File: config.mk
export PLATFORM = sky130hd
export DESIGN_NAME = spp_port
export DESIGN_NICKNAME = d
export VERILOG_FILES = /design/src/hw/spp_pkg.sv /design/src/hw/spp_port.sv /design/src/hw/spp_irq_detect.sv
export SDC_FILE = /design/constraint.sdc
export NUM_CORES = 1
export LEC_CHECK = 0
export ABC_AREA = 0
export BUFFER_PORTS_ARGS = -buffer_cell sky130_fd_sc_hd__buf_2
export CORE_MARGIN = 1.5
export CORE_UTILIZATION = 35
export DETAILED_ROUTE_END_ITERATION = 10
export GPL_TIMING_DRIVEN = 0
export PLACE_DENSITY = 0.75
export REMOVE_ABC_BUFFERS = 1
export SYNTH_ARGS = -nofsm -noshare
export SYNTH_HDL_FRONTEND = slang
export SYNTH_HIERARCHICAL = 1
export SYNTH_SLANG_ARGS = --single-unit
File: constraint.sdc
create_clock -name clock -period 1.45 [get_ports clock]
set_input_delay 0.29 -clock clock [delete_from_list [all_inputs] [get_ports clock]]
set_output_delay 0.29 -clock clock [all_outputs]
set_load 0.01 [all_outputs]
File: src/hw/spp_pkg.sv
// spp_pkg: register map, field layout and shared types of the six-bit port
// assumes a 32-bit APB slave with one register per aligned word
package spp_pkg;
    localparam int          SPP_PINS          = 6;
    localparam int          SPP_IRQ_PINS      = 4;
    // register byte offsets
    localparam logic [11:0] SPP_DATA_OFS      = 12'h000;
    localparam logic [11:0] SPP_DIR_OFS       = 12'h004;
    localparam logic [11:0] SPP_PDI_OFS       = 12'h008;
    localparam logic [11:0] SPP_OPT_OFS       = 12'h00c;
    localparam logic [11:0] SPP_STAT_OFS      = 12'h010;
    // pulldown-inhibit register field positions
    localparam int          SPP_PDI_LOW_BIT   = 6;
    localparam int          SPP_PDI_HIGH_BIT  = 7;
    // option register field positions
    localparam int          SPP_OPT_SWPD_BIT  = 0;
    localparam int          SPP_OPT_PORT_INTERRUPT_OPTION_BIT  = 1;
    localparam int          SPP_OPT_LVL_BIT   = 2;
    localparam int          SPP_OPT_CMP_BIT   = 3;
    // status register field positions
    localparam int          SPP_STAT_REQ_BIT  = 0;
    localparam int          SPP_STAT_IRQP_BIT = 1;
    // reset values
    localparam logic [5:0]  SPP_DIR_RST       = 6'h00;
    localparam logic [7:0]  SPP_PDI_RST       = 8'h00;
    localparam logic [3:0]  SPP_OPT_RST       = 4'h0;
    // value returned for the write-only register
    localparam logic [31:0] SPP_UNDEF_RD      = 32'h0000_0000;

    // pin group of the port: input, output level, output enable
    typedef struct packed {
        logic [SPP_PINS-1:0] pin_in;
        logic [SPP_PINS-1:0] pin_out;
        logic [SPP_PINS-1:0] pin_oe;
    } spp_pins_t;

    // pulldown enables for this port and the third port
    typedef struct packed {
        logic [SPP_PINS-1:0] port_pd;
        logic [7:0]          third_pd;
    } spp_pulls_t;
endpackage

File: src/hw/spp_port.sv
// spp_port: six-bit bidirectional port with pulldowns and pin interrupts
// assumes an APB master on the same clock and synchronous pin inputs
//
// The register offsets and the APB register port were left to the implementer.
`timescale 1ns/1ps
`default_nettype none
// Operation
// output pins drive data latch value
// read gives latch for outputs, pin for inputs
// data bits 7 and 6 read zero
// reset leaves data latch unchanged
// direction one enables driver, kills pulldown
// reset clears direction, blocks comparator drive
// direction bits 7 and 6 read zero
// direction register fully readable and writable
// data latch writes always take effect
// pulldown on needs option, inhibit, direction zero
// global inhibit option turns all pulldowns off
// pulldown inhibit write-only, reads undefined
// reset clears all pulldown inhibit bits
// upper group bit gates third port upper
// lower group bit gates third port lower
// option lets four low pins interrupt
// port interrupts active high or rising
// option selects edge-only or edge-and-level
// pin-level branch sees only dedicated pin
// rising port pin wakes from stop/wait
// all requests merge into one external request
module spp_port
    import spp_pkg::*;
#(
    parameter int PINS = 6
) (
    // clock and reset
    input  wire logic         clock,
    input  wire logic         rst,
    // apb slave
    input  wire logic         psel,
    input  wire logic         penable,
    input  wire logic         pwrite,
    input  wire logic [11:0]  paddr,
    input  wire logic [31:0]  pwdata,
    output logic              pready,
    output logic [31:0]       prdata,
    output logic              pslverr,
    // port pins
    input  wire spp_pkg::spp_pins_t pins_in,
    output spp_pkg::spp_pins_t      pins_drv,
    // pulldown enables
    input  wire logic [7:0]   third_port_direction_reg,
    output spp_pkg::spp_pulls_t     pulls,
    // comparator drive of the two upper pins
    input  wire logic [1:0]   cmp_out,
    // dedicated interrupt pin and system side
    input  wire logic         irq_pin_n,
    output logic              ext_irq_request,
    output logic              wake_request,
    output logic              branch_pin_level
);
    import spp_pkg::*;

    // elaboration check: the register layout serves six pins only
    if (PINS != SPP_PINS) begin : g_pins_check
        $error("spp_port supports exactly six pins");
    end

    logic [5:0]  first_port_data_reg;
    logic [5:0]  first_port_direction_reg;
    logic [7:0]  first_port_pulldown_inhibit_reg;
    logic [3:0]  one_time_option_register;
    logic [31:0] prdata_next;
    logic        access;
    logic        wr;
    logic        rd;
    logic        mapped;
    logic [5:0]  pin_level;
    logic [5:0]  drive_val;
    logic        req;
    logic        wk;
    logic        global_pulldown_inhibit_option;
    logic        port_interrupt_option;
    logic        level_option;
    logic        cmp_enable;

    // decode of one aligned word
    function automatic logic is_reg(input logic [11:0] a,
                                    input logic [11:0] ofs);
        return a == ofs;
    endfunction

    assign access = psel && penable;
    assign wr     = access && pwrite;
    assign rd     = access && !pwrite;
    assign mapped = is_reg(paddr, SPP_DATA_OFS) ||
                    is_reg(paddr, SPP_DIR_OFS)  ||
                    is_reg(paddr, SPP_PDI_OFS)  ||
                    is_reg(paddr, SPP_OPT_OFS)  ||
                    is_reg(paddr, SPP_STAT_OFS);
    assign pready  = 1'b1; // zero wait states
    assign pslverr = access && !mapped;

    assign global_pulldown_inhibit_option =
        one_time_option_register[SPP_OPT_SWPD_BIT];
    assign port_interrupt_option =
        one_time_option_register[SPP_OPT_PORT_INTERRUPT_OPTION_BIT];
    assign level_option = one_time_option_register[SPP_OPT_LVL_BIT];
    assign cmp_enable   = one_time_option_register[SPP_OPT_CMP_BIT];

    // data latch has no reset term at all
    always_ff @(posedge clock) begin
        if (wr && is_reg(paddr, SPP_DATA_OFS)) begin
            first_port_data_reg <= pwdata[5:0];
        end
    end

    // direction register
    always_ff @(posedge clock or posedge rst) begin
        if (rst) begin
            first_port_direction_reg <= SPP_DIR_RST;
        end else if (wr && is_reg(paddr, SPP_DIR_OFS)) begin
            first_port_direction_reg <= pwdata[5:0];
        end
    end

    // write-only pulldown inhibit register
    always_ff @(posedge clock or posedge rst) begin
        if (rst) begin
            first_port_pulldown_inhibit_reg <= SPP_PDI_RST;
        end else if (wr && is_reg(paddr, SPP_PDI_OFS)) begin
            first_port_pulldown_inhibit_reg <= pwdata[7:0];
        end
    end

    // option register standing in for the one-time options
    always_ff @(posedge clock or posedge rst) begin
        if (rst) begin
            one_time_option_register <= SPP_OPT_RST;
        end else if (wr && is_reg(paddr, SPP_OPT_OFS)) begin
            one_time_option_register <= pwdata[3:0];
        end
    end

    // pin read value: latch for outputs, pin level for inputs
    assign pin_level = (first_port_direction_reg & first_port_data_reg) |
                       (~first_port_direction_reg & pins_in.pin_in);

    // read mux
    always_comb begin
        prdata_next = 32'h0000_0000;
        if (is_reg(paddr, SPP_DATA_OFS)) begin
            prdata_next = {26'h0, pin_level};
        end else if (is_reg(paddr, SPP_DIR_OFS)) begin
            prdata_next = {26'h0, first_port_direction_reg};
        end else if (is_reg(paddr, SPP_PDI_OFS)) begin
            prdata_next = SPP_UNDEF_RD;
        end else if (is_reg(paddr, SPP_OPT_OFS)) begin
            prdata_next = {28'h000_0000, one_time_option_register};
        end else if (is_reg(paddr, SPP_STAT_OFS)) begin
            prdata_next[SPP_STAT_REQ_BIT]  = ext_irq_request;
            prdata_next[SPP_STAT_IRQP_BIT] = irq_pin_n;
        end
    end

    // read data register, loaded at the end of the setup phase
    always_ff @(posedge clock or posedge rst) begin
        if (rst) begin
            prdata <= 32'h0000_0000;
        end else if (psel && !penable && !pwrite) begin
            prdata <= prdata_next;
        end
    end

    // comparator may replace latch on the two upper pins once enabled
    assign drive_val = {cmp_enable ? cmp_out : first_port_data_reg[5:4],
                        first_port_data_reg[3:0]};

    // pin drivers
    always_ff @(posedge clock or posedge rst) begin
        if (rst) begin
            pins_drv <= '0;
        end else begin
            pins_drv.pin_in  <= '0;
            pins_drv.pin_out <= drive_val;
            pins_drv.pin_oe  <= first_port_direction_reg;
        end
    end

    // pulldown enables
    always_ff @(posedge clock or posedge rst) begin
        if (rst) begin
            pulls <= '0;
        end else begin
            pulls.port_pd <= {6{!global_pulldown_inhibit_option}} &
                ~first_port_pulldown_inhibit_reg[5:0] &
                ~first_port_direction_reg;
            pulls.third_pd[7:4] <= {4{!global_pulldown_inhibit_option &&
                !first_port_pulldown_inhibit_reg[SPP_PDI_HIGH_BIT]}} &
                ~third_port_direction_reg[7:4];
            pulls.third_pd[3:0] <= {4{!global_pulldown_inhibit_option &&
                !first_port_pulldown_inhibit_reg[SPP_PDI_LOW_BIT]}} &
                ~third_port_direction_reg[3:0];
        end
    end

    // interrupt detection on the four low pins
    spp_irq_detect #(
        .N(SPP_IRQ_PINS)
    ) u_irq (
        .clock      (clock),
        .rst        (rst),
        .enable     (port_interrupt_option),
        .level_mode (level_option),
        .pins       (pins_in.pin_in[3:0]),
        .irq_pin_n  (irq_pin_n),
        .request    (req),
        .wake       (wk)
    );

    // registered request outputs
    always_ff @(posedge clock or posedge rst) begin
        if (rst) begin
            ext_irq_request  <= 1'b0;
            wake_request     <= 1'b0;
            branch_pin_level <= 1'b1;
        end else begin
            ext_irq_request  <= req;
            wake_request     <= wk;
            branch_pin_level <= irq_pin_n;
        end
    end
endmodule
`default_nettype wire

File: src/hw/spp_irq_detect.sv
// spp_irq_detect: combined external interrupt request for the port pins
// assumes pins and the dedicated interrupt pin are synchronous to clock
`timescale 1ns/1ps
`default_nettype none
module spp_irq_detect #(
    parameter int N = 4
) (
    // clock and reset
    input  wire logic         clock,
    input  wire logic         rst,
    // controls
    input  wire logic         enable,
    input  wire logic         level_mode,
    // sources
    input  wire logic [N-1:0] pins,
    input  wire logic         irq_pin_n,
    // result
    output logic              request,
    output logic              wake
);
    logic [N-1:0] pins_reg;
    logic         irq_n_reg;
    logic         rise;
    logic         fall;
    logic         lvl;

    // elaboration check: at least one interrupt pin
    if (N < 1) begin : g_n_check
        $error("spp_irq_detect needs at least one pin");
    end

    // previous samples for edge detection
    always_ff @(posedge clock or posedge rst) begin
        if (rst) begin
            pins_reg  <= '0;
            irq_n_reg <= 1'b1;
        end else begin
            pins_reg  <= pins;
            irq_n_reg <= irq_pin_n;
        end
    end

    // port pins active high, dedicated pin active low
    assign rise = enable && |(pins & ~pins_reg);
    assign fall = irq_n_reg && !irq_pin_n;
    assign lvl  = level_mode && ((enable && |pins) || !irq_pin_n);
    assign request = rise || fall || lvl;
    assign wake    = rise;
endmodule
`default_nettype wire

==> flow_summary.yaml <==
die:
  core_mm2: 0.007370
  rows: 31
  start_util_pct: 36.86
  top_level_ports: 147
  die-area_mm2: 0.008298
  dieHeight_um: 91.10
  die_w_um: 91.10
cts:
  clock_path_buffers: 2
  clk_pin_slew_ns: 0.06
  clkLatencyLatePin_ns: 0.33
  clock-sinks: 64
  cts_root_buffer: "clkbuf_8"
  cts_buffers: 9
  tritoncts: "built"
  htreeDepth: 3
setup_path:
  crit_required_ns: 1.67
  cp_slowest_cell: "or4_1"
  path_cells: "buf_2 -> or4_1 -> nor3_4 -> buf_4 -> nand4_1 -> mux2_2"
  end_kind: "flop"
  arrival_ns: 1.95
  worstSetupPathType: "input port to flop"
  path_max_fanout: 4
  crit_family: "simple AND/OR/NAND/NOR gates"
  slowest_delay_ns: 0.57
  cp_num_buf_inv: 2
  worst_setup_path_start_kind: "input port"
global_route:
  grt_max_degree: 30
  antenna_found_initial: 0
  grt_overflow: 0
  grtUsageTotal_pct: 14.53
  grt_pass1_wl_mm: 9.197
  gr-usage-met3_pct: 6.030
  met1_usage_pct: 16.82
  top_usage_layer: "met2"
  first_global_vias: 1828
  met2_usage_pct: 24.56
synth:
  netlist_instances: 216
  syn_avg_cell_area_um2: 12.58
  synth_mux_area_share_pct: 9.028
  netlist_area_mm2: 0.002716
  post-synth-top-area-fraction_pct: 51.59
  synth_edf_count: 6
  ys_ff_latch: 64
  synth-compound-area-share_pct: 5.067
  synth_area_leaders: "dfrtp_1 52%, buf_4 9.7%, mux2_2 8.3%"
  synth_top_family_by_area: "simple AND/OR/NAND/NOR gates"
  synth-xor-area-share_pct: 0
  ys_seq_area_share_pct: 60.16
  ys_warn_count: 6
  synth_common_cells: "56 x dfrtp_1, 35 x buf_4, 21 x nor3_1"
  synthAdderAreaFrac_pct: 0
  async_flop_share_pct: 90.63
  synth_ff_type: "dfrtp_1"
  yosysUniqueCellTypes: 35
  synth_area_leader_cell: "dfrtp_1"
  yosys.area_share.simple_pct: 13.73
  yosysMostFrequentCell: "dfrtp_1"
sta:
  hold_ws_ns: 0.08970
  final.setup.tns_ns: -5.033
  layout_worst_path_cycle_share_pct: 119.3
  relSlewSlack_pct: 61.90
  rsz0062_at_grt: "yes"
  skew_ns: 0.004472
  slew_violations: 0
  worstMarginPinSlew_ns: 0.5706
  setup_violations: 26
  timing.fmax_ghz: 0.5779
  period_minus_slack_ns: 1.730
  hold_violations: 0
  setup_ws_ns: -0.2804
final_layout:
  design.final.nets: 379
  area_growth_pct: 23.22
  largest_register_ffs: 14
  final_util_pct: 45.42
  final_cell_area_mm2: 0.003347
  diodes: 0
  drive_gt1_share_pct: 43.46
  final_cells: 405
placement:
  placedCellCount: 383
  dp_hpwl_mm: 4.112
  port_buffers: 77
  placed_area_mm2: 0.003062
  pre_cts_ws_ns: -0.9670
  place.gp.congestion: 0.7644
hold_path:
  hold_path_class: "input port to flop"
flow_run:
  cap_viol_max_count: 0
pwr:
  powerDensity_mw_per_mm2: 1084
  power_mw: 3.628
  power_leakage_nw: 1.683
  vdd_drop_max_mv: 0.5902
routing:
  drt-initial-drc-count: 64
  vias_per_cell: 4.546
  drtPass1Iterations: 4
  wl_per_cell_um: 13.94
  ant_nets: 0
  drc: 0
  vias: 1841
  routed_wl_mm: 5.647
run_status:
  violations: "negative setup slack"
  status: "finished, violations left"
worst paths after layout:
check | slack, ns | depth (start not counted) | startpoint | end
max | -0.28 | 6 | paddr[10] | one_time_option_register[3]$_DFFE_PP0P_
min | 0.09 | 1 | irq_pin_n | branch_pin_level$_DFF_PP1_
max reg2reg | 0 | 4 | first_port_direction_reg[5]$_DFFE_PP0P_ | prdata[5]$_DFFE_PP0P_
min reg2reg | 0.38 | 0 | first_port_data_reg[2]$_DFFE_PP_ | pins_drv[8]$_DFF_PP0_
max in group asynchronous | 0.33 | 4 | rst | one_time_option_register[0]$_DFFE_PP0P_
min in group asynchronous | 0.40 | 3 | rst | u_irq/pins_reg[3]$_DFF_PP0_
cells by family (layout without fill, tap and decap cells):
group | after synthesis | count (layout)
AOI/OAI and AO/OA | 21 | 21
buffers and inverters | 46 | 105
DFF | 64 | 64
muxes | 22 | 22
other | 2 | 33
and+or+nand+nor | 61 | 61
cell type report:
cell class              count  area, um2
well taps                  99      123.9
repair buffers             84      462.9
flip-flops and latches     64       1635
inverters                   5      18.77
multi-input cells         137      907.1
clock inverters             3      40.04
fillers                   699       4023
clock buffers              13      158.9
metal layers:
| layer | part of all wire [%] | wire, um |
|---|---|---|
| met1 | 40 | 2264 |
| met5 | 0 | 0 |
| met4 | 1.0 | 59 |
| met3 | 7.5 | 423 |
| met2 | 51 | 2899 |
report_power, final:
| part | internal (mW) | switching [mW] |
|---|---|---|
| logic | 0.0984 | 0.172 |
| registers | 1.84 | 0.0123 |
| clock network | 0.883 | 0.620 |
| total | 2.82 | 0.804 |
cell usage in the layout, fill, tap and decap left out, drive strengths merged, types with 3 or more instances in the layout:
cell | netlist | final
conb | 2 | 33
nor3 | 22 | 22
or4 | 3 | 3
edfxtp | 6 | 6
inv | 5 | 5
nor2 | 8 | 8
a21oi | 5 | 5
mux2 | 20 | 20
nor3b | 3 | 3
o31ai | 3 | 3
clkbuf | 4 | 13
nand3 | 3 | 3
buf | 37 | 83
nand2 | 7 | 7
nor2b | 6 | 6
o21ai | 6 | 6
dfrtp | 56 | 56
repair_timing:
item                                   4_1_cts  5_1_grt
endpoints found under the hold margin        4        0
hold buffers                                 1        0
cloned                                       0        0
buffers inserted                             6        1
gates resized for setup                      9        2
setup endpoints to repair                   30       31
pin swaps                                    6        2
No activity file was read; power rests on OpenSTA's default activity.
